--- src/common/pkt_map.svh ---
`ifndef PKT_MAP_SVH
`define PKT_MAP_SVH
`define NUM_DEV 4
`define DEV_W 2
`define BANK_W 5
`define COLA_W 6
`define ROWA_W 9
`define CNT_W 8
`define CLK_NS 100
`define T_CC_NS 100
`define T_CAC_NS 300
`define T_CWD_NS 200
`define T_RTR_NS 300
`define T_RDP_NS 200
`define T_RTP_NS 200
`define T_CC_CYC ((`T_CC_NS + `CLK_NS - 1) / `CLK_NS)
`define T_RW_CYC ((`T_CC_NS + `T_CAC_NS - `T_CWD_NS + `CLK_NS - 1) / `CLK_NS)
`define T_RTR_CYC ((`T_RTR_NS + `CLK_NS - 1) / `CLK_NS)
`define T_RDP_CYC ((`T_RDP_NS + `CLK_NS - 1) / `CLK_NS)
`define T_RTP_CYC ((`T_RTP_NS + `CLK_NS - 1) / `CLK_NS)
`endif

--- src/common/pkt_pkg.sv ---
`default_nettype none
package pkt_pkg;
	`include "pkt_map.svh"
	typedef logic [`DEV_W-1:0] dev_t;
	typedef logic [`BANK_W-1:0] bank_t;
	typedef logic [`CNT_W-1:0] cnt_t;
	typedef enum logic [2:0] {column_no_operation = 3'h0, col_read = 3'h1, col_write = 3'h2,
		column_precharge_cmd = 3'h3, read_with_autoprecharge = 3'h4,
		write_with_autoprecharge = 3'h5} col_cmd_e;
	typedef enum logic [2:0] {row_no_operation = 3'h0, row_activate = 3'h1, row_precharge_cmd = 3'h2,
		refresh_activate_cmd = 3'h3, refresh_precharge_cmd = 3'h4} row_cmd_e;
	typedef enum logic [1:0] {cls_nop = 2'h0, cls_rd = 2'h1, cls_wr = 2'h2} col_class_e;
	// autoprecharge variants space like their plain forms
	function automatic col_class_e col_class(input col_cmd_e c);
		unique case (c)
			col_read, read_with_autoprecharge: col_class = cls_rd;
			col_write, write_with_autoprecharge: col_class = cls_wr;
			default: col_class = cls_nop;
		endcase
	endfunction
	// shared sense amplifiers make a bank and its neighbours one group (banks 0 and 31 have only one)
	function automatic logic near_bank(input bank_t a, input bank_t b);
		near_bank = (a == b) || ({1'b0, a} == {1'b0, b} + 6'h01) || ({1'b0, b} == {1'b0, a} + 6'h01);
	endfunction
endpackage
`default_nettype wire

--- src/common/trk_if.sv ---
`default_nettype none
interface trk_if;
	import pkt_pkg::*;
	logic col_fire;
	col_class_e col_cls;
	logic col_pre;
	dev_t col_dev;
	bank_t col_bank;
	logic row_fire;
	logic row_act;
	logic row_pre;
	dev_t row_dev;
	bank_t row_bank;
	logic wb_pending;
	logic act_valid;
	logic rd_busy;
	logic rt_busy;
	bank_t wb_bank;
	bank_t act_bank;
	bank_t rd_bank;
	bank_t rt_bank;
	modport ctrl(output col_fire, col_cls, col_pre, col_dev, col_bank, row_fire, row_act, row_pre,
		row_dev, row_bank, input wb_pending, act_valid, rd_busy, rt_busy, wb_bank, act_bank,
		rd_bank, rt_bank);
	modport tracker(input col_fire, col_cls, col_pre, col_dev, col_bank, row_fire, row_act,
		row_pre, row_dev, row_bank, output wb_pending, act_valid, rd_busy, rt_busy, wb_bank,
		act_bank, rd_bank, rt_bank);
endinterface
`default_nettype wire

--- src/rtl/dev_track.sv ---
`default_nettype none
`include "pkt_map.svh"
module dev_track #(
	parameter pkt_pkg::dev_t DEV_ID = '0
) (
	input wire logic clk_in,
	input wire logic resetn_in,
	trk_if.tracker bus
);
	import pkt_pkg::*;
	localparam cnt_t RDP_LOAD = cnt_t'(`T_RDP_CYC - 1);
	localparam cnt_t RTP_LOAD = cnt_t'(`T_RTP_CYC - 1);
	logic mine_col;
	logic mine_row;
	logic retire;
	cnt_t rd_cnt;
	cnt_t rt_cnt;
	assign mine_col = bus.col_fire && (bus.col_dev == DEV_ID);
	assign mine_row = bus.row_fire && (bus.row_dev == DEV_ID);
	assign retire = bus.wb_pending && bus.col_fire && !(mine_col && bus.col_cls == cls_rd);
	assign bus.rd_busy = (rd_cnt != '0);
	assign bus.rt_busy = (rt_cnt != '0);

	// write buffer: a new write wins over the retire it causes
	always_ff @(posedge clk_in) begin
		if (!resetn_in) begin
			bus.wb_pending <= 1'b0;
			bus.wb_bank <= '0;
		end else if (mine_col && bus.col_cls == cls_wr) begin
			bus.wb_pending <= 1'b1;
			bus.wb_bank <= bus.col_bank;
		end else if (retire) begin
			bus.wb_pending <= 1'b0;
		end
	end

	// retire and read timers hold off precharges near the touched bank
	always_ff @(posedge clk_in) begin
		if (!resetn_in) begin
			rt_cnt <= '0;
			bus.rt_bank <= '0;
		end else if (retire) begin
			rt_cnt <= RTP_LOAD;
			bus.rt_bank <= bus.wb_bank;
		end else if (rt_cnt != '0) begin
			rt_cnt <= rt_cnt - cnt_t'(1);
		end
	end

	always_ff @(posedge clk_in) begin
		if (!resetn_in) begin
			rd_cnt <= '0;
			bus.rd_bank <= '0;
		end else if (mine_col && bus.col_cls == cls_rd) begin
			rd_cnt <= RDP_LOAD;
			bus.rd_bank <= bus.col_bank;
		end else if (rd_cnt != '0) begin
			rd_cnt <= rd_cnt - cnt_t'(1);
		end
	end

	// open bank; any precharge within the group closes it
	always_ff @(posedge clk_in) begin
		if (!resetn_in) begin
			bus.act_valid <= 1'b0;
			bus.act_bank <= '0;
		end else if (mine_row && bus.row_act) begin
			bus.act_valid <= 1'b1;
			bus.act_bank <= bus.row_bank;
		end else if (mine_row && bus.row_pre && near_bank(bus.row_bank, bus.act_bank)) begin
			bus.act_valid <= 1'b0;
		end else if (mine_col && bus.col_pre && near_bank(bus.col_bank, bus.act_bank)) begin
			bus.act_valid <= 1'b0;
		end
	end
endmodule // dev_track
`default_nettype wire

--- src/rtl/col_spacing_ctrl.sv ---
`default_nettype none
`include "pkt_map.svh"
module col_spacing_ctrl (
	input wire logic clk_in,
	input wire logic resetn_in,
	input wire logic col_valid_in,
	output logic col_ready_out,
	input wire pkt_pkg::col_cmd_e col_cmd_in,
	input wire pkt_pkg::dev_t col_dev_in,
	input wire pkt_pkg::bank_t col_bank_in,
	input wire logic [`COLA_W-1:0] col_addr_in,
	input wire logic row_valid_in,
	output logic row_ready_out,
	input wire pkt_pkg::row_cmd_e row_cmd_in,
	input wire pkt_pkg::dev_t row_dev_in,
	input wire pkt_pkg::bank_t row_bank_in,
	input wire logic [`ROWA_W-1:0] row_addr_in,
	output logic col_pkt_valid_out,
	output pkt_pkg::col_cmd_e col_pkt_cmd_out,
	output pkt_pkg::dev_t col_pkt_dev_out,
	output pkt_pkg::bank_t col_pkt_bank_out,
	output logic [`COLA_W-1:0] col_pkt_addr_out,
	output logic row_pkt_valid_out,
	output pkt_pkg::row_cmd_e row_pkt_cmd_out,
	output pkt_pkg::dev_t row_pkt_dev_out,
	output pkt_pkg::bank_t row_pkt_bank_out,
	output logic [`ROWA_W-1:0] row_pkt_addr_out,
	output logic row_reject_out
);
	import pkt_pkg::*;
	localparam cnt_t TCC = cnt_t'(`T_CC_CYC);
	localparam cnt_t RWG = cnt_t'(`T_RW_CYC);
	localparam cnt_t RTRG = cnt_t'(`T_RTR_CYC);
	localparam cnt_t RDPG = cnt_t'(`T_RDP_CYC);
	typedef enum logic [1:0] {cs_ready = 2'b00, cs_retire = 2'b01, cs_rtr = 2'b11} col_state_e;

	// ----------------------------------------------------------------
	// per-device trackers
	// ----------------------------------------------------------------
	logic [`NUM_DEV-1:0] wb_pending_v;
	logic [`NUM_DEV-1:0] act_valid_v;
	logic [`NUM_DEV-1:0] rd_busy_v;
	logic [`NUM_DEV-1:0] rt_busy_v;
	bank_t wb_bank_a [`NUM_DEV];
	bank_t act_bank_a [`NUM_DEV];
	bank_t rd_bank_a [`NUM_DEV];
	bank_t rt_bank_a [`NUM_DEV];
	logic issue;
	col_cmd_e issue_cmd;
	dev_t issue_dev;
	bank_t issue_bank;
	logic row_fire;
	logic row_act;
	logic row_pre;

	for (genvar g = 0; g < `NUM_DEV; g++) begin : g_dev
		trk_if trk();
		assign trk.col_fire = issue;
		assign trk.col_cls = col_class(issue_cmd);
		assign trk.col_pre = (issue_cmd == column_precharge_cmd) ||
			(issue_cmd == read_with_autoprecharge) || (issue_cmd == write_with_autoprecharge);
		assign trk.col_dev = issue_dev;
		assign trk.col_bank = issue_bank;
		assign trk.row_fire = row_fire;
		assign trk.row_act = row_act;
		assign trk.row_pre = row_pre;
		assign trk.row_dev = row_dev_in;
		assign trk.row_bank = row_bank_in;
		assign wb_pending_v[g] = trk.wb_pending;
		assign act_valid_v[g] = trk.act_valid;
		assign rd_busy_v[g] = trk.rd_busy;
		assign rt_busy_v[g] = trk.rt_busy;
		assign wb_bank_a[g] = trk.wb_bank;
		assign act_bank_a[g] = trk.act_bank;
		assign rd_bank_a[g] = trk.rd_bank;
		assign rt_bank_a[g] = trk.rt_bank;
		dev_track #(.DEV_ID(dev_t'(g))) u_trk (
			.clk_in(clk_in),
			.resetn_in(resetn_in),
			.bus(trk)
		);
	end

	// ----------------------------------------------------------------
	// column spacing
	// ----------------------------------------------------------------
	col_state_e state;
	cnt_t since;
	col_class_e h1_cls;
	col_class_e h2_cls;
	dev_t h1_dev;
	dev_t h2_dev;
	col_class_e new_cls;
	logic wwr;
	cnt_t need;
	logic go;
	logic user_fire;
	logic nop_fire;
	logic retire_wanted;

	assign new_cls = col_class(col_cmd_in);
	assign wwr = (h2_cls == cls_wr) && (h1_cls == cls_wr) && (new_cls == cls_rd) &&
		(h2_dev == h1_dev) && (h1_dev == col_dev_in);
	assign need = (h1_cls == cls_rd && new_cls == cls_wr) ? RWG : TCC;
	assign go = (state == cs_ready && !wwr && since >= need) || (state == cs_rtr && since >= RTRG);
	assign col_ready_out = go;
	assign user_fire = col_valid_in && go;
	// a forced retire only fills idle slots, so user traffic is never delayed by it
	assign nop_fire = (since >= TCC) && ((state == cs_retire) ||
		(state == cs_ready && col_valid_in && wwr) ||
		(state == cs_ready && !col_valid_in && retire_wanted));
	assign issue = user_fire || nop_fire;
	assign issue_cmd = nop_fire ? column_no_operation : col_cmd_in;
	assign issue_dev = nop_fire ? dev_t'(0) : col_dev_in;
	assign issue_bank = nop_fire ? bank_t'(0) : col_bank_in;

	always_ff @(posedge clk_in) begin
		if (!resetn_in) begin
			state <= cs_ready;
		end else begin
			unique case (state)
				cs_ready: if (col_valid_in && wwr) state <= nop_fire ? cs_rtr : cs_retire;
				cs_retire: if (nop_fire) state <= cs_rtr;
				cs_rtr: if (user_fire) state <= cs_ready;
				default: state <= cs_ready;
			endcase
		end
	end

	always_ff @(posedge clk_in) begin
		if (!resetn_in) begin
			since <= '1;
		end else if (issue) begin
			since <= cnt_t'(1);
		end else if (since != '1) begin
			since <= since + cnt_t'(1);
		end
	end

	always_ff @(posedge clk_in) begin
		if (!resetn_in) begin
			h1_cls <= cls_nop;
			h2_cls <= cls_nop;
			h1_dev <= '0;
			h2_dev <= '0;
		end else if (issue) begin
			h1_cls <= col_class(issue_cmd);
			h2_cls <= h1_cls;
			h1_dev <= issue_dev;
			h2_dev <= h1_dev;
		end
	end

	always_ff @(posedge clk_in) begin
		if (!resetn_in) begin
			col_pkt_valid_out <= 1'b0;
			col_pkt_cmd_out <= column_no_operation;
			col_pkt_dev_out <= '0;
			col_pkt_bank_out <= '0;
			col_pkt_addr_out <= '0;
		end else begin
			col_pkt_valid_out <= issue;
			if (issue) begin
				col_pkt_cmd_out <= issue_cmd;
				col_pkt_dev_out <= issue_dev;
				col_pkt_bank_out <= issue_bank;
				col_pkt_addr_out <= nop_fire ? '0 : col_addr_in;
			end
		end
	end

	// ----------------------------------------------------------------
	// row checks
	// ----------------------------------------------------------------
	logic act_conflict;
	logic rd_hit;
	logic rt_hit;
	logic wb_hit;
	logic col_hit;
	logic row_take;
	assign row_act = (row_cmd_in == row_activate) || (row_cmd_in == refresh_activate_cmd);
	assign row_pre = (row_cmd_in == row_precharge_cmd) || (row_cmd_in == refresh_precharge_cmd);
	assign act_conflict = row_act && act_valid_v[row_dev_in] &&
		near_bank(act_bank_a[row_dev_in], row_bank_in);
	assign rd_hit = rd_busy_v[row_dev_in] && near_bank(rd_bank_a[row_dev_in], row_bank_in);
	assign rt_hit = rt_busy_v[row_dev_in] && near_bank(rt_bank_a[row_dev_in], row_bank_in);
	assign wb_hit = wb_pending_v[row_dev_in] && near_bank(wb_bank_a[row_dev_in], row_bank_in);
	// a read or retire in this very cycle has not reached its tracker yet
	assign col_hit = issue && (issue_dev == row_dev_in) && near_bank(issue_bank, row_bank_in) &&
		(col_class(issue_cmd) != cls_nop || wb_pending_v[row_dev_in]);
	assign row_ready_out = !(row_pre && (rd_hit || rt_hit || wb_hit || col_hit));
	assign retire_wanted = row_valid_in && row_pre && wb_hit;
	assign row_take = row_valid_in && row_ready_out;
	assign row_fire = row_take && !act_conflict;

	always_ff @(posedge clk_in) begin
		if (!resetn_in) begin
			row_pkt_valid_out <= 1'b0;
			row_reject_out <= 1'b0;
			row_pkt_cmd_out <= row_no_operation;
			row_pkt_dev_out <= '0;
			row_pkt_bank_out <= '0;
			row_pkt_addr_out <= '0;
		end else begin
			row_pkt_valid_out <= row_fire;
			row_reject_out <= row_take && act_conflict;
			if (row_fire) begin
				row_pkt_cmd_out <= row_cmd_in;
				row_pkt_dev_out <= row_dev_in;
				row_pkt_bank_out <= row_bank_in;
				row_pkt_addr_out <= row_addr_in;
			end
		end
	end

	cnt_t gap;
	cnt_t rd_gap;
	logic o_seen;
	logic rd_seen;
	col_class_e o1_cls;
	col_class_e o2_cls;
	dev_t o1_dev;
	dev_t o2_dev;
	dev_t rd_dev_o;
	bank_t rd_bank_o;
	col_class_e out_cls;
	assign out_cls = col_class(col_pkt_cmd_out);
	always_ff @(posedge clk_in) begin
		if (!resetn_in) begin
			gap <= '1;
			rd_gap <= '1;
			o_seen <= 1'b0;
			rd_seen <= 1'b0;
			o1_cls <= cls_nop;
			o2_cls <= cls_nop;
			o1_dev <= '0;
			o2_dev <= '0;
			rd_dev_o <= '0;
			rd_bank_o <= '0;
		end else begin
			gap <= col_pkt_valid_out ? cnt_t'(1) : (gap == '1 ? gap : gap + cnt_t'(1));
			rd_gap <= (col_pkt_valid_out && out_cls == cls_rd) ? cnt_t'(1) :
				(rd_gap == '1 ? rd_gap : rd_gap + cnt_t'(1));
			if (col_pkt_valid_out) begin
				o_seen <= 1'b1;
				o1_cls <= out_cls;
				o2_cls <= o1_cls;
				o1_dev <= col_pkt_dev_out;
				o2_dev <= o1_dev;
			end
			if (col_pkt_valid_out && out_cls == cls_rd) begin
				rd_seen <= 1'b1;
				rd_dev_o <= col_pkt_dev_out;
				rd_bank_o <= col_pkt_bank_out;
			end
		end
	end
endmodule // col_spacing_ctrl
`default_nettype wire

--- config.mk ---
export PLATFORM = sky130hd
export DESIGN_NAME = col_spacing_ctrl
export DESIGN_NICKNAME = d
export VERILOG_FILES = /design/src/common/pkt_pkg.sv /design/src/common/trk_if.sv /design/src/rtl/dev_track.sv /design/src/rtl/col_spacing_ctrl.sv
export VERILOG_INCLUDE_DIRS = /design/src /design/src/common
export SDC_FILE = /design/constraint.sdc
export NUM_CORES = 1
export LEC_CHECK = 0
export BUFFER_PORTS_ARGS = -buffer_cell sky130_fd_sc_hd__clkbuf_2
export CAP_MARGIN = 10
export CORE_MARGIN = 1
export CORE_UTILIZATION = 50
export DETAILED_ROUTE_END_ITERATION = 7
export PLACE_DENSITY = 0.68
export RECOVER_POWER = 100
export SYNTH_ARGS = -nofsm -noshare
export SYNTH_HDL_FRONTEND = slang
export SYNTH_SLANG_ARGS = --single-unit
--- constraint.sdc ---
create_clock -name clk_in -period 14.15 [get_ports clk_in]
set_input_delay 0.7075 -clock clk_in [delete_from_list [all_inputs] [get_ports clk_in]]
set_output_delay 0.7075 -clock clk_in [all_outputs]
set_load 0.01 [all_outputs]
# After elaboration in Yosys (flattened, before gate mapping)
# Cells that the tools add are included.
classes:
  n_shift: 0
  add_sub_neg: 19
  n_div: 0
  n_reduce_logical: 162
  mul: 0
  bitwise_logic: 2
  n_mux: 70
  n_eq_ne: 74
  magnitude_cmp: 5
op_table:
  columns: ["operator", "n"]
  rows:
  - ["$eq 5x6->1", 26]
  - ["$logic_and 1x1->1", 73]
  - ["$eq 5x5->1", 13]
  - ["$reduce_bool 8->1", 8]
  - ["$sub 8x1->8 const B", 8]
  - ["$add 5x1->6 const B", 10]
  - ["$mux 5", 9]
  - ["$bmux 5 s2", 4]
  - ["$mux 1", 40]
  - ["$logic_or 1x1->1", 38]
  - ["$reduce_bool 2->1", 14]
  - ["$reduce_or 2->1", 13]
  - ["$eq 2x2->1 const B", 9]
  - ["$mux 8", 2]
  - ["$eq 3x2->1 const B", 5]
  - ["$eq 3x3->1 const B", 5]
  - ["$eq 2x1->1 const B", 6]
  - ["$mux 2", 6]
  - ["$reduce_bool 3->1", 4]
  - ["$eq 3x1->1 const B", 3]
  - ["$add 8x1->8 const B", 1]
  - ["$bmux 1 s2", 4]
  - ["$ge 8x1->1 const B", 1]
  - ["$ge 8x2->1", 1]
  - ["16 further kinds", 29]
word_totals:
  rom_bits: 0
  latchBits: 0
  ramBits: 0
  out_inout_bits: 40
  n_memories: 0
  reg_bits: 206
  elab_cells: 389

# Depth between registers and ports, before layout
# Gate-level depths: netlist of run 1.
depth:
  word_depth: 29
  ltp_mapped: 23

# Hierarchy
# From an unflattened synthesis of run 1, not the netlist that was laid out.
unflattened:
  cells_unflattened: 1475
  hier_area_um2: 13162.6
by_module_without_submodules:
  columns: ["mod", "area_per_inst_um2", "instances", "cells_per_inst"]
  rows:
  - ["col_spacing_ctrl", 4737.0, 1, 528]
  - ["dev_track (g_dev[1].u_trk ...)", 2112.0, 2, 240]
  - ["dev_track (g_dev[3].u_trk)", 2113.3, 1, 234]
  - ["dev_track (g_dev[0].u_trk)", 2088.3, 1, 233]

# Worst setup path before layout of run 1
# OpenSTA, ideal clock, no wires.
synth_path:
  kind: "input-to-output"
  start: "in row_dev_in[1]"
  end: "out row_ready_out"
  path_stages: 21
  path_buffers: 3
  t_arrival_ns: 5.247
  setup_slack_ns: 8.196
  required_time_ns: 13.443
  cell_sequence: "buf_2 mux4_2 ha_1 nand2_1 o22ai_1 and4_4 o311a_4 a211oi_4 o211ai_4 clkbuf_1 inv_1 ha_1 clkbuf_1 nand3_1 xnor2_1 nor2_1 a211oi_1 mux2i_1 nand4_1 a31oi_2 o21bai_1"
synth_between:
  word_cells_on_any_way: 69
  cone_classes: "add/sub: 4; eq/ne: 17; mux: 19; bitwise: 1; reduce/logical: 28"
synth_rtl:
  columns: ["element", "line", "source"]
  rows:
  - ["from (decl)", "col_spacing_ctrl.sv:15", "input wire pkt_pkg::dev_t row_dev_in,"]
  - ["$not 2->3 (implied by the code)", "col_spacing_ctrl.sv:187", "assign wb_hit = wb_pending_v[row_dev_in] && near_bank(wb_bank_a[row_dev_in], row_bank_in);"]
  - ["$bmux 5 s2", "col_spacing_ctrl.sv:187", null]
  - ["$mux 5 (implied by the code) (2 in series)", "col_spacing_ctrl.sv:187", null]
  - ["$add 5x1->6 (tied with other cells)", "pkt_pkg.sv:23", "near_bank = (a == b) || ({1'b0, a} == {1'b0, b} + 6'h01) || ({1'b0, b} == {1'b0, a} + 6'h01);"]
  - ["$eq 5x6->1 / $logic_or 1x1->1 (equally long branches)", "pkt_pkg.sv:23", null]
  - ["$logic_or 1x1->1", "pkt_pkg.sv:23", null]
  - ["$logic_and 1x1->1 (*)", "col_spacing_ctrl.sv:187", null]
  - ["$logic_and 1x1->1 (*)", "col_spacing_ctrl.sv:192", "assign retire_wanted = row_valid_in && row_pre && wb_hit;"]
  - ["[4 not listed]", null, null]
  - ["named net g_dev[0].trk.col_bank[1]", "trk_if.sv:8", "bank_t col_bank;"]
  - ["$add 5x1->6 (tied with other cells)", "pkt_pkg.sv:23", null]
  - ["$eq 5x6->1 / $logic_or 1x1->1 (equally long branches)", "pkt_pkg.sv:23", null]
  - ["$logic_or 1x1->1 (*)", "pkt_pkg.sv:23", null]
  - ["$logic_and 1x1->1 (*) (2 in series)", "col_spacing_ctrl.sv:189", "assign col_hit = issue && (issue_dev == row_dev_in) && near_bank(issue_bank, row_bank_in) &&"]
  - ["$logic_or 1x1->1 (*)", "col_spacing_ctrl.sv:191", "assign row_ready_out = !(row_pre && (rd_hit || rt_hit || wb_hit || col_hit));"]
  - ["$logic_and 1x1->1 (*)", "col_spacing_ctrl.sv:191", null]
  - ["$logic_not 1->1 (*)", "col_spacing_ctrl.sv:191", null]
  - ["to (decl)", "col_spacing_ctrl.sv:13", "output logic row_ready_out,"]
# The timed path passes the listed nets; every way through them passes the cells marked *. The select of a mux whose other input is x is not followed.

# Worst setup path after layout of run 1
layout_path:
  start: "in row_dev_in[0]"
  end: "out row_ready_out"
# The elaborated chain is that of the path after synthesis.

==> reports/metrics.json, run 1 <==
{
  "internal_power": {"value": 1.30, "unit": "mW"},
  "core-area": {"value": 25300, "unit": "sq um"},
  "met2RoutedLength": {"value": 14.7, "unit": "mm"},
  "antenna_left": {"value": 0},
  "die_width": {"value": 163, "unit": "microns"},
  "post_synth.cell_area_avg": {"value": 8.63, "unit": "sq um"},
  "floorplan.io_pins": {"value": 79},
  "cp_cell_sequence": {"value": "clkbuf_2 -> clkbuf_1 -> mux4_2 -> ha_1 -> nand2_1 -> o22ai_1 -> and4_2 -> o311a_2 -> a211oi_1 -> o211ai_1 -> inv_1 -> ha_1 -> nand3_1 -> xnor2_1 -> nor2_1 -> a211oi_1 -> mux2i_1 -> nand4_1 -> a31oi_1 -> o21bai_1 -> clkbuf_1"},
  "cts_max_path_buffers": {"value": 3},
  "synth_cell_type_count": {"value": 85},
  "place.port_buffers": {"value": 78},
  "finish.cell_count_without_fillers": {"value": 1864},
  "top_signal_layer_used": {"value": "met4"},
  "post-route-cell-area": {"value": 14000, "unit": "sq um"},
  "grt_overflow_total": {"value": 0},
  "maximum_ir_drop_on_the_vdd_rail": {"value": 0.0921, "unit": "mV"},
  "share_comb_of_total_power": {"value": 30.5, "unit": "%"},
  "syn-num-nets": {"value": 1572},
  "timing.setup.tns": {"value": 0, "unit": "ps"},
  "tritoncts": {"value": "yes"},
  "number_of_global_route_vias_before_repair": {"value": 9983},
  "grt_setup_unrepaired": {"value": "no"},
  "number_of_enable_type_register_cells_in_the_synthesized_netlist": {"value": 0},
  "synth_cells": {"value": 1508},
  "report.final.slew_viol_count": {"value": 116},
  "grt_usage": {"value": 25.1, "unit": "%"},
  "synthesis.area": {"value": 13000, "unit": "sq um"},
  "max_cap_viol_count": {"value": 6},
  "post-route-min-period": {"value": 10080, "unit": "ps"},
  "switchingPower": {"value": 638, "unit": "uW"},
  "tritonroute_pass_1_iters": {"value": 7},
  "die_footprint": {"value": 26700, "unit": "sq um"},
  "vias_per_cell": {"value": 5.83},
  "crit_path_top_delay_cell": {"value": "clkbuf_1"},
  "post-cts-setup-buffer-count": {"value": 0},
  "cts_htree_levels": {"value": 1},
  "drt-met1-wl": {"value": 15.4, "unit": "mm"},
  "cts_sink_cnt": {"value": 206},
  "tightestPinTransition": {"value": 2740, "unit": "ps"},
  "cts_inserted_buffers": {"value": 23},
  "power.share.clock": {"value": 30.3, "unit": "%"},
  "critical_path.max_fanout": {"value": 39},
  "final_layout_size_suffix_gt1_share": {"value": 8.34, "unit": "%"},
  "drc_violations_left": {"value": 0},
  "fp-row-count": {"value": 58},
  "violations_in_the_final_reports": {"value": "capacitance limit, slew limit"},
  "setup.worst_path.end_class": {"value": "output pin"},
  "wl": {"value": 33.7, "unit": "mm"},
  "power.share.switching": {"value": 33.0, "unit": "%"},
  "antenna_cells": {"value": 0},
  "critical_path_arrival": {"value": 9380, "unit": "ps"},
  "synth_seq_area_share": {"value": 31.7, "unit": "%"},
  "finalCoreUtilization": {"value": 55.3, "unit": "%"},
  "status": {"value": "finished with violations"},
  "critPathLaunchType": {"value": "input pin"},
  "post-dp-hpwl": {"value": 22.9, "unit": "mm"},
  "final.hold.worst_slack": {"value": 417, "unit": "ps"},
  "clk_pin_slew": {"value": 60, "unit": "ps"},
  "power_density": {"value": 138, "unit": "nW/um^2"},
  "report.final.hold_viol_count": {"value": 0},
  "clock_skew": {"value": 19.4, "unit": "ps"},
  "detailroute.wirelength.met3": {"value": 2.76, "unit": "mm"},
  "number_of_antenna_violations_at_the_first_check_in_global_routing": {"value": 0},
  "clock_latency_of_the_later_clocked_register_in_the_worst_skew_pair": {"value": 530, "unit": "ps"},
  "gp_congestion": {"value": 0.952},
  "number_of_drc_markers_in_iteration_0": {"value": 821},
  "worstSetupPathType": {"value": "in -> out"},
  "die_h": {"value": 163, "unit": "microns"},
  "start_util": {"value": 51.4, "unit": "%"},
  "first_pass_grt_wire_length": {"value": 53.5, "unit": "mm"},
  "async_flop_share": {"value": 0, "unit": "%"},
  "placed_area": {"value": 13500, "unit": "sq um"},
  "placedCellCount": {"value": 1825},
  "ys.flop_type": {"value": "dfxtp_1"},
  "area_growth": {"value": 7.74, "unit": "%"},
  "slew_headroom": {"value": -84.4, "unit": "%"},
  "cts_resized": {"value": 0},
  "share_seq_of_total_power": {"value": 39.2, "unit": "%"},
  "grt_start_max_net_pins": {"value": 68},
  "dr_total_vias": {"value": 10900},
  "setup_viol": {"value": 0},
  "slowest_delay": {"value": 1910, "unit": "ps"},
  "cts_hold_buf": {"value": 0},
  "worst_path_required_time": {"value": 13440, "unit": "ps"},
  "finish.net_count": {"value": 1584},
  "wl_per_cell": {"value": 18.1, "unit": "microns"},
  "min_period_over_period": {"value": 71.3, "unit": "%"},
  "cts_root_buf": {"value": "clkbuf_16"},
  "static-leakage-power": {"value": 5.36, "unit": "nW"},
  "min-delay-path-class": {"value": "in -> reg"},
  "fmaxAchievable": {"value": 99.2, "unit": "MHz"},
  "yosysWarnings": {"value": 0},
  "postSynthRegisterBits": {"value": 206}
}
[path summary, 6_finish.rpt]
path	end	depth (start not counted)	slack [ps]	start
max	row_ready_out	21	4070	row_dev_in[0]
max reg2reg	row_pkt_addr_out[0]$_SDFFE_PN0N_	20	6410	g_dev[1].u_trk.bus.wb_bank[0]$_SDFFE_PN0P_
min	row_pkt_addr_out[1]$_SDFFE_PN0N_	3	420	row_addr_in[1]
min reg2reg	row_pkt_addr_out[3]$_SDFFE_PN0N_	2	460	row_pkt_addr_out[3]$_SDFFE_PN0N_
[metrics by stage]
step	setup slack, ps	total power [mW]
after global placement	7070	1.35
after floorplan	8200	1.25
after detailed placement	6980	1.36
after global routing	3350	2.06
after CTS	6970	1.95
final	4070	1.94
[worst max-delay path: cells and delay by family]
| family | cells | cell delay, ps |
|---|---|---|
| compound gates | 7 | 3430 |
| buf+inv | 4 | 2390 |
| mux | 2 | 890 |
| simple gates | 5 | 830 |
| fa+ha+maj | 2 | 650 |
| xor+xnor | 1 | 410 |
[sequential cells by signal, summed over array words and instances, names as in the netlist]
register	flops
g_dev.u_trk.rd_cnt	32
g_dev.u_trk.rt_cnt	32
g_dev.u_trk.bus.act_bank	20
g_dev.u_trk.bus.rd_bank	20
g_dev.u_trk.bus.rt_bank	20
g_dev.u_trk.bus.wb_bank	20
row_pkt_addr_out	9
since	8
col_pkt_addr_out	6
col_pkt_bank_out	5
row_pkt_bank_out	5
g_dev.u_trk.bus.act_valid	4
g_dev.u_trk.bus.wb_pending	4
col_pkt_cmd_out	3
row_pkt_cmd_out	3
col_pkt_dev_out	2
h1_cls	2
h2_cls	2
h2_dev	2
row_pkt_dev_out	2
state	2
col_pkt_valid_out	1
row_pkt_valid_out	1
row_reject_out	1
[power groups by stage]
stage | Sequential, mW | Combinational (mW) | Clock (mW)
5_1_grt | 0.773 | 0.669 | 0.619
3_5_place_dp | 0.769 | 0.592 | 0
6_report | 0.759 | 0.589 | 0.587
3_3_place_gp | 0.767 | 0.581 | 0
4_1_cts | 0.759 | 0.597 | 0.598
2_1_floorplan | 0.755 | 0.494 | 0
[cell families after synthesis]
family / Yosys count / share of synthesized area [%]
adder cells (fa/ha/maj): 25 / 2.40
multiplexers: 126 / 12.0
buffers and inverters: 143 / 4.52
flip-flops: 206 / 31.7
AND/OR/NAND/NOR: 568 / 22.2
XOR/XNOR: 207 / 14.7
AO/OA/AOI/OAI: 233 / 12.5
[cell usage after synthesis, types with 4 or more instances]
cell type | count | area [sq um]
nor2_1 | 128 | 480
or2_2 | 5 | 31.3
a21oi_1 | 37 | 185
nor4_1 | 17 | 106
buf_1 | 12 | 45.0
ha_1 | 25 | 313
o21ai_0 | 75 | 375
mux2i_1 | 95 | 951
a32oi_1 | 5 | 43.8
nand3b_1 | 8 | 60.1
xnor3_1 | 5 | 113
o211ai_1 | 9 | 67.6
o41ai_1 | 4 | 35.0
nor4b_1 | 6 | 52.6
o32ai_1 | 4 | 35.0
and2_1 | 40 | 250
clkbuf_1 | 74 | 278
or3_1 | 16 | 100
and3_1 | 15 | 93.8
nand2b_1 | 12 | 75.1
a21boi_0 | 13 | 97.6
o22ai_1 | 4 | 25.0
dfxtp_1 | 206 | 4120
o21ai_1 | 4 | 20.0
buf_2 | 8 | 40.0
nor2b_1 | 58 | 363
nand4_1 | 15 | 93.8
o2111ai_1 | 4 | 35.0
nand3_1 | 55 | 275
inv_1 | 41 | 154
xor2_1 | 69 | 604
a2111oi_0 | 4 | 35.0
o211a_1 | 4 | 40.0
buf_6 | 4 | 45.0
nand2_1 | 145 | 544
a211oi_1 | 9 | 67.6
nor3_1 | 22 | 110
mux2_2 | 8 | 90.1
mux4_2 | 23 | 518
a31oi_1 | 10 | 62.6
xnor2_1 | 130 | 1140
[routing by layer]
metal,track usage (%),vias up
met4,6.97,0
met1,34.7,5113
met3,4.29,65
met5,0,-
met2,40.0,412
li1,-,5279
[cell usage in the layout, fill, tap and decap left out, drive strengths merged, types with 39 or more instances in the layout]
master and n:
dfxtp 206, nand2 146, xnor2 132, nor2 129
clkbuf 113, mux2i 95, o21ai 79, xor2 69
nor2b 58, nand3 55, inv 43, and2 40
a21oi 39
[cell type report]
cell class,instances,area (sq um)
Fill cell,2341,11300
Timing Repair Buffer,88,400
Multi-Input combinational cell,1159,8200
Sequential cell,206,4120
Tap cell,330,413
Clock inverter,7,92.6
Clock buffer,32,629
Inverter,42,158
No activity file was read; power rests on OpenSTA's default activity.
==> inputs of run 2 (changes only) <==
- PLACE_DENSITY: 0.68 -> 0.7
- clock period: 14.15 -> 8.2 ns (I/O delays scaled with it)
==> run 2 against run 1 <==
The run still ends with capacitance limit, slew limit left. Register-to-register slack lost 4200 ps. Non-clock buffer count grew 2. Final cell count grew 0.38%. Count of clock-buffer cells in the layout grew 6. Global-route usage is essentially flat. Sequential share of layout area shrank 0.28 points. Wire length shrank 0.76%. Critical path type unchanged. Largest cell class unchanged. Final area grew 0.95%. Highest routed layer unchanged. Hold slack lost 290 ps.
==> reports/metrics.json, run 2 (synthesis results as in run 1) <==
{
  "clock_latency_of_the_later_clocked_register_in_the_worst_skew_pair": {"value": 510, "unit": "ps"},
  "setup_ws": {"value": 1100, "unit": "ps"},
  "timing.setup.tns": {"value": 0, "unit": "ps"},
  "fp-row-count": {"value": 58},
  "place_ws": {"value": 1720, "unit": "ps"},
  "cts_root_buf": {"value": "clkbuf_16"},
  "die_h": {"value": 163, "unit": "microns"},
  "area_taken_by_multi_input_logic_gates": {"value": 8230, "unit": "sq um"},
  "vias_per_cell": {"value": 5.82},
  "drt-met1-wl": {"value": 15.1, "unit": "mm"},
  "grt_overflow_total": {"value": 0},
  "cts_inserted_buffers": {"value": 24},
  "final_layout_size_suffix_gt1_share": {"value": 8.89, "unit": "%"},
  "core-area": {"value": 25300, "unit": "sq um"},
  "antenna_cells": {"value": 0},
  "share_seq_of_total_power": {"value": 38.6, "unit": "%"},
  "finish.net_count": {"value": 1587},
  "top_signal_layer_used": {"value": "met4"},
  "static-leakage-power": {"value": 5.43, "unit": "nW"},
  "grt_setup_unrepaired": {"value": "no"},
  "min_period_over_period": {"value": 86.5, "unit": "%"},
  "final_cell_mix": {"value": "dfxtp_1 (206), nand2_1 (145), xnor2_1 (130)"},
  "detailroute.wirelength.met3": {"value": 2.77, "unit": "mm"},
  "antenna_left": {"value": 0},
  "wl": {"value": 33.4, "unit": "mm"},
  "post-cts-setup-buffer-count": {"value": 0},
  "critical_path_arrival": {"value": 6690, "unit": "ps"},
  "power.share.clock": {"value": 31.4, "unit": "%"},
  "clk_pin_slew": {"value": 60, "unit": "ps"},
  "setup.worst_path.end_class": {"value": "output pin"},
  "floorplan.io_pins": {"value": 79},
  "sequential_cell_area": {"value": 4120, "unit": "sq um"},
  "start_util": {"value": 51.4, "unit": "%"},
  "critPathLaunchType": {"value": "input pin"},
  "gp_congestion": {"value": 0.961},
  "internal_power": {"value": 2.30, "unit": "mW"},
  "clock_skew": {"value": 11.7, "unit": "ps"},
  "largest_registers": {"value": "g_dev.u_trk.rd_cnt: 32 flops, g_dev.u_trk.rt_cnt: 32 flops"},
  "power.share.switching": {"value": 32.3, "unit": "%"},
  "report.final.hold_viol_count": {"value": 0},
  "share_comb_of_total_power": {"value": 30.0, "unit": "%"},
  "number_of_global_route_vias_before_repair": {"value": 10200},
  "worstSetupPathType": {"value": "in -> out"},
  "critical_path_buf_inv_count": {"value": 4},
  "area_growth": {"value": 8.76, "unit": "%"},
  "crit_path_top_delay_cell": {"value": "clkbuf_1"},
  "cp_cell_sequence": {"value": "clkbuf_1 -> buf_4 -> mux4_2 -> and4_2 -> o311a_4 -> a211oi_4 -> o211ai_1 -> inv_1 -> ha_1 -> nand3_1 -> xnor2_1 -> nor2_1 -> a211oi_1 -> mux2i_1 -> nand4_1 -> a31oi_1 -> o21bai_1 -> clkbuf_1"},
  "violations_in_the_final_reports": {"value": "capacitance limit, slew limit"},
  "power_density": {"value": 240, "unit": "nW/um^2"},
  "fmaxAchievable": {"value": 141, "unit": "MHz"},
  "slew_headroom": {"value": -64.3, "unit": "%"},
  "post-route-min-period": {"value": 7100, "unit": "ps"},
  "tightestPinTransition": {"value": 2440, "unit": "ps"},
  "first_pass_grt_wire_length": {"value": 53.7, "unit": "mm"},
  "setup_viol": {"value": 0},
  "cts_sink_cnt": {"value": 206},
  "dr_total_vias": {"value": 10900},
  "tritoncts": {"value": "yes"},
  "critical_path.max_fanout": {"value": 27},
  "place.port_buffers": {"value": 78},
  "cts_resized": {"value": 0},
  "worst_path_dominant_cell_family": {"value": "compound AO/OA/AOI/OAI gates"},
  "post-dp-hpwl": {"value": 23.4, "unit": "mm"},
  "report.final.slew_viol_count": {"value": 47},
  "slowest_delay": {"value": 640, "unit": "ps"},
  "wl_per_cell": {"value": 17.9, "unit": "microns"},
  "drc_violations_left": {"value": 0},
  "max_cap_viol_count": {"value": 2},
  "switchingPower": {"value": 1.10, "unit": "mW"},
  "worst_path_required_time": {"value": 7790, "unit": "ps"},
  "cts_htree_levels": {"value": 1},
  "cts_hold_buf": {"value": 0},
  "filler_cell_count": {"value": 2311},
  "cts_max_path_buffers": {"value": 3},
  "status": {"value": "finished with violations"},
  "grt_usage": {"value": 25.1, "unit": "%"},
  "post-route-cell-area": {"value": 14100, "unit": "sq um"},
  "min-delay-path-class": {"value": "in -> reg"},
  "die_width": {"value": 163, "unit": "microns"},
  "tritonroute_pass_1_iters": {"value": 5},
  "number_of_drc_markers_in_iteration_0": {"value": 977},
  "critPathMostFrequentCell": {"value": "clkbuf_1"},
  "met2RoutedLength": {"value": 14.7, "unit": "mm"},
  "placed_area": {"value": 13500, "unit": "sq um"},
  "die_footprint": {"value": 26700, "unit": "sq um"},
  "number_of_antenna_violations_at_the_first_check_in_global_routing": {"value": 0},
  "maximum_ir_drop_on_the_vdd_rail": {"value": 0.199, "unit": "mV"},
  "layout_commonest_cell": {"value": "dfxtp_1"},
  "grt_start_max_net_pins": {"value": 95}
}
==> run 2: changes by cell type in the layout (fill, tap and decap cells not counted), moves of 2 or more <==
| cell | previous run | this run |
|---|---|---|
| clkbuf_8 | 2 | 7 |
| and2_1 | 10 | 14 |
| and2_0 | 30 | 26 |
| buf_4 | 7 | 9 |
| clkbuf_16 | 23 | 25 |
| clkinvlp_4 | 0 | 2 |
==> run 2: worst paths after layout <==
check,start,to,slack (ps),cells past startpoint
worst max-delay path,row_dev_in[0],row_ready_out,1100,18
worst min-delay path,row_addr_in[7],row_pkt_addr_out[7]$_SDFFE_PN0N_,120,3
worst max register to register,g_dev[3].u_trk.bus.wb_bank[0]$_SDFFE_PN0P_,row_pkt_bank_out[1]$_SDFFE_PN0N_,2170,20
worst min register to register,row_pkt_cmd_out[0]$_SDFFE_PN0N_,row_pkt_cmd_out[0]$_SDFFE_PN0N_,460,2
==> run 2: final cells by class <==
class | count | share of cell area [%]
Sequential cell | 206 | 29.1
Clock inverter | 6 | 0.451
Multi-Input combinational cell | 1159 | 58.2
Tap cell | 330 | 2.92
Clock buffer | 38 | 5.26
Inverter | 42 | 1.11
Timing Repair Buffer | 90 | 2.94
==> run 2: per-layer routing <==
layer	global-route usage, %	up-vias
li1	-	5283
met1	34.4	5115
met2	40.3	421
met3	4.32	79
met4	7.18	0
met5	0	-
==> run 2: power groups by stage <==
stage	clock (mW)	combinational (mW)	sequential, mW
2_1_floorplan	0	0.853	1.30
4_1_cts	1.09	1.03	1.31
6_report	1.06	1.02	1.31
5_1_grt	1.13	1.16	1.33
3_5_place_dp	0	1.02	1.33
3_3_place_gp	0	1.00	1.32
==> run 2: worst register-to-register path, delay by kind of cell (launching register included) <==
kind	cells	cell delay, ps
muxes	3	900
and+or+nand+nor	6	920
adders and majority gates	2	620
AOI/OAI and AO/OA	6	2260
DFF	1	330
xor gates and xnor gates	1	400
buffers and inverters	2	510
==> run 2: per-stage QoR <==
| stage | std cells | util [%] | hold WS, ps | power (mW) |
|---|---|---|---|---|
| after floorplan | 1508 | - | 445 | 2.16 |
| after global placement | 1827 | 53.2 | 442 | 2.33 |
| after detailed placement | 1827 | 53.2 | 450 | 2.35 |
| after CTS | 1871 | 56.4 | 109 | 3.43 |
| after global routing | 1871 | 55.9 | 128 | 3.62 |
| final | 1871 | 55.9 | 124 | 3.39 |
==> inputs of run 3 (changes only) <==
- ABC_AREA: default -> 1
==> run 3 against run 2 <==
Via count increased by 6.0%. Global-route usage increased by 3.7 points. Setup slack improved by 730 ps. Combinational power about the same. Clock power about the same. Sequential share of layout area increased by 1.9 points. First-iteration DRC count increased by 21%. Core utilization increased by 0.36 points. Wire length increased by 4.7%. Sequential power about the same. The flow finishes with violations (DRC, capacitance limit, slew limit).
==> reports/metrics.json, run 3 <==
{
  "wl_per_cell": {"value": 16.6, "unit": "microns"},
  "grt_usage": {"value": 28.9, "unit": "%"},
  "reg2regPathDepth": {"value": 28},
  "gp_congestion": {"value": 1.00},
  "setup_viol": {"value": 0},
  "report.final.hold_viol_count": {"value": 0},
  "globalRouteMet3Util": {"value": 4.95, "unit": "%"},
  "setup_ws": {"value": 1840, "unit": "ps"},
  "layout_commonest_cell": {"value": "nand2_1"},
  "static-leakage-power": {"value": 5.75, "unit": "nW"},
  "timing.setup.tns": {"value": 0, "unit": "ps"},
  "grt_start_max_net_pins": {"value": 113},
  "cts_htree_levels": {"value": 1},
  "max_cap_viol_count": {"value": 1},
  "violations_in_the_final_reports": {"value": "DRC, capacitance limit, slew limit"},
  "synthesis.area": {"value": 12100, "unit": "sq um"},
  "floorplan.io_pins": {"value": 79},
  "clock_skew": {"value": 18.1, "unit": "ps"},
  "final_layout_size_suffix_gt1_share": {"value": 8.33, "unit": "%"},
  "postSynthRegisterBits": {"value": 206},
  "finish.net_count": {"value": 1835},
  "portion_of_synthesized_cell_area_occupied_by_the_leading_cell_type": {"value": 34.0, "unit": "%"},
  "number_of_global_route_vias_before_repair": {"value": 10700},
  "number_of_drc_markers_in_iteration_0": {"value": 1187},
  "power.share.clock": {"value": 31.5, "unit": "%"},
  "ys.flop_type": {"value": "dfxtp_1"},
  "place.port_buffers": {"value": 78},
  "area_growth": {"value": 9.57, "unit": "%"},
  "async_flop_share": {"value": 0, "unit": "%"},
  "switchingPower": {"value": 1.20, "unit": "mW"},
  "fp-row-count": {"value": 56},
  "share_comb_of_total_power": {"value": 30.5, "unit": "%"},
  "tritoncts": {"value": "yes"},
  "report.final.slew_viol_count": {"value": 21},
  "wl": {"value": 35.0, "unit": "mm"},
  "yosysWarnings": {"value": 0},
  "yosys-top-cells-area": {"value": "dfxtp_1 (34%), nand2_1 (9.8%), xor2_1 (8.5%)"},
  "synth_seq_area_share": {"value": 34.0, "unit": "%"},
  "critical_path_arrival": {"value": 6760, "unit": "ps"},
  "die_h": {"value": 158, "unit": "microns"},
  "synth_cells": {"value": 1735},
  "number_of_enable_type_register_cells_in_the_synthesized_netlist": {"value": 0},
  "maximum_ir_drop_on_the_vdd_rail": {"value": 0.184, "unit": "mV"},
  "core-area": {"value": 23600, "unit": "sq um"},
  "clock_latency_of_the_later_clocked_register_in_the_worst_skew_pair": {"value": 540, "unit": "ps"},
  "post_synth.cell_area_avg": {"value": 6.98, "unit": "sq um"},
  "dr_total_vias": {"value": 11600},
  "globalRouteMet2Util": {"value": 46.1, "unit": "%"},
  "post-route-min-period": {"value": 6360, "unit": "ps"},
  "fmaxAchievable": {"value": 157, "unit": "MHz"},
  "die_width": {"value": 158, "unit": "microns"},
  "post-synth-top-count-cell": {"value": "nand2_1"},
  "antenna_left": {"value": 0},
  "min-delay-path-class": {"value": "in -> reg"},
  "status": {"value": "finished with violations"},
  "groute.layer.met1.usage": {"value": 39.7, "unit": "%"},
  "number_of_antenna_violations_at_the_first_check_in_global_routing": {"value": 0},
  "antenna_cells": {"value": 0},
  "final.hold.worst_slack": {"value": 104, "unit": "ps"},
  "clk_pin_slew": {"value": 60, "unit": "ps"},
  "synth.cells.most_frequent": {"value": "nand2_1 (316), nor2_1 (236), dfxtp_1 (206)"},
  "critical_path.max_fanout": {"value": 39},
  "setup.worst_path.end_class": {"value": "flip-flop"},
  "drc_violations_left": {"value": 8},
  "place_ws": {"value": 2480, "unit": "ps"},
  "grt_overflow_total": {"value": 0},
  "post-dp-hpwl": {"value": 25.0, "unit": "mm"},
  "tightestPinTransition": {"value": 1510, "unit": "ps"},
  "whs_path_depth": {"value": 3},
  "final_cell_mix": {"value": "nand2_1 (319), nor2_1 (240), dfxtp_1 (206)"},
  "critPathLaunchType": {"value": "input pin"},
  "die_footprint": {"value": 24900, "unit": "sq um"},
  "internal_power": {"value": 2.22, "unit": "mW"},
  "cts_resized": {"value": 0},
  "cts_sink_cnt": {"value": 206},
  "syn-num-nets": {"value": 1799},
  "power_density": {"value": 258, "unit": "nW/um^2"},
  "worst_path_required_time": {"value": 8600, "unit": "ps"},
  "vias_per_cell": {"value": 5.48},
  "post-cts-setup-buffer-count": {"value": 0},
  "tritonroute_pass_1_iters": {"value": 8},
  "synth_top_area_cell": {"value": "dfxtp_1"},
  "start_util": {"value": 51.3, "unit": "%"},
  "synth_cell_type_count": {"value": 52},
  "first_pass_grt_wire_length": {"value": 56.5, "unit": "mm"},
  "largest_registers": {"value": "g_dev.u_trk.rd_cnt: 32 flops, g_dev.u_trk.rt_cnt: 32 flops"},
  "power.share.switching": {"value": 35.0, "unit": "%"},
  "cts_hold_buf": {"value": 0},
  "grt_most_used_layer": {"value": "met2"},
  "cts_root_buf": {"value": "clkbuf_16"},
  "grt_setup_unrepaired": {"value": "no"},
  "slew_headroom": {"value": -0.667, "unit": "%"},
  "cts_max_path_buffers": {"value": 3},
  "min_period_over_period": {"value": 77.6, "unit": "%"},
  "share_seq_of_total_power": {"value": 38.0, "unit": "%"},
  "worstSetupPathType": {"value": "in -> reg"},
  "cts_inserted_buffers": {"value": 23}
}
run 3: cell types whose count changed after synthesis, moves of 40 or more:
cell     previous run  this run
xnor2_1           130        34
nand2_1           145       316
xor2_1             69       117
nor2b_1            58         0
mux2i_1            95         0
inv_1              41       162
o21ai_0            75       115
a21oi_1            37       111
nor2_1            128       236
run 3: area by class of cell:
| cell class | instances | area [sq um] |
|---|---|---|
| repair buffers | 87 | 398 |
| flip-flops and latches | 206 | 4120 |
| clock inverters | 14 | 171 |
| multi-input cells | 1276 | 6910 |
| clock buffers | 28 | 614 |
| well taps | 319 | 399 |
| inverters | 177 | 664 |
| fillers | 2303 | 10300 |
run 3: worst max-delay path, cell delays in order:
cell	delay (ps)
clkbuf_1	1070
ha_1	430
inv_1	120
nand2_1	60
and2_0	500
nor2_1	100
nor2_1	120
nand2_1	60
nor2_1	90
nor2_1	40
nand2_1	120
nand3_2	70
nand2_1	120
nand2_4	250
nand2_1	600
inv_1	100
ha_1	430
xnor2_1	160
nand3_1	140
nor2_1	50
nand4_1	90
nand2_1	60
nand2_1	70
nand2_2	40
nand2_1	200
nand3_2	650
o21ai_0	510
a21oi_2	40
run 3: per-stage QoR:
stage                     area, sq um  util, %  power [mW]  std cells
after global routing            13300     56.2        3.67       2107
final                           13300     56.2        3.42       2107
after global placement          12600     53.3        2.33       2065
after floorplan                 12100        -        2.13       1735
after CTS                       13400     56.6        3.44       2107
after detailed placement        12600     53.3        2.36       2065
run 3: power by group through the flow:
stage | Sequential [mW] | Combinational (mW) | Clock [mW]
5_1_grt | 1.32 | 1.21 | 1.14
6_report | 1.30 | 1.04 | 1.08
2_1_floorplan | 1.30 | 0.837 | 0
3_5_place_dp | 1.32 | 1.05 | 0
4_1_cts | 1.30 | 1.05 | 1.09
3_3_place_gp | 1.31 | 1.02 | 0
run 3: kinds of logic (layout without fill, tap and decap cells):
| family | Yosys count | count (layout) | synth area share (%) |
|---|---|---|---|
| AOI/OAI and AO/OA | 320 | 320 | 15.5 |
| and+or+nand+nor | 778 | 778 | 28.0 |
| DFF | 206 | 206 | 34.0 |
| adders and majority gates | 25 | 25 | 2.58 |
| buffers and inverters | 253 | 306 | 8.75 |
| xor gates and xnor gates | 153 | 153 | 11.2 |
run 3: worst paths after layout:
path                                                   start                          endpoint  slack, ps
setup reg to reg  g_dev[3].u_trk.bus.wb_bank[1]$_SDFFE_PN0P_   row_pkt_cmd_out[2]$_SDFFE_PN0N_       2740
setup / recovery                              row_bank_in[1]   row_pkt_cmd_out[2]$_SDFFE_PN0N_       1840
hold reg to reg             row_pkt_bank_out[0]$_SDFFE_PN0N_  row_pkt_bank_out[0]$_SDFFE_PN0N_        450
hold / removal                                col_addr_in[5]  col_pkt_addr_out[5]$_SDFFE_PN0N_        100
run 3: routing by layer:
layer,vias up,part of all wire (%)
li1,5730,-
met1,5269,45
met2,482,44
met3,71,8.8
met5,-,0
met4,0,2.5
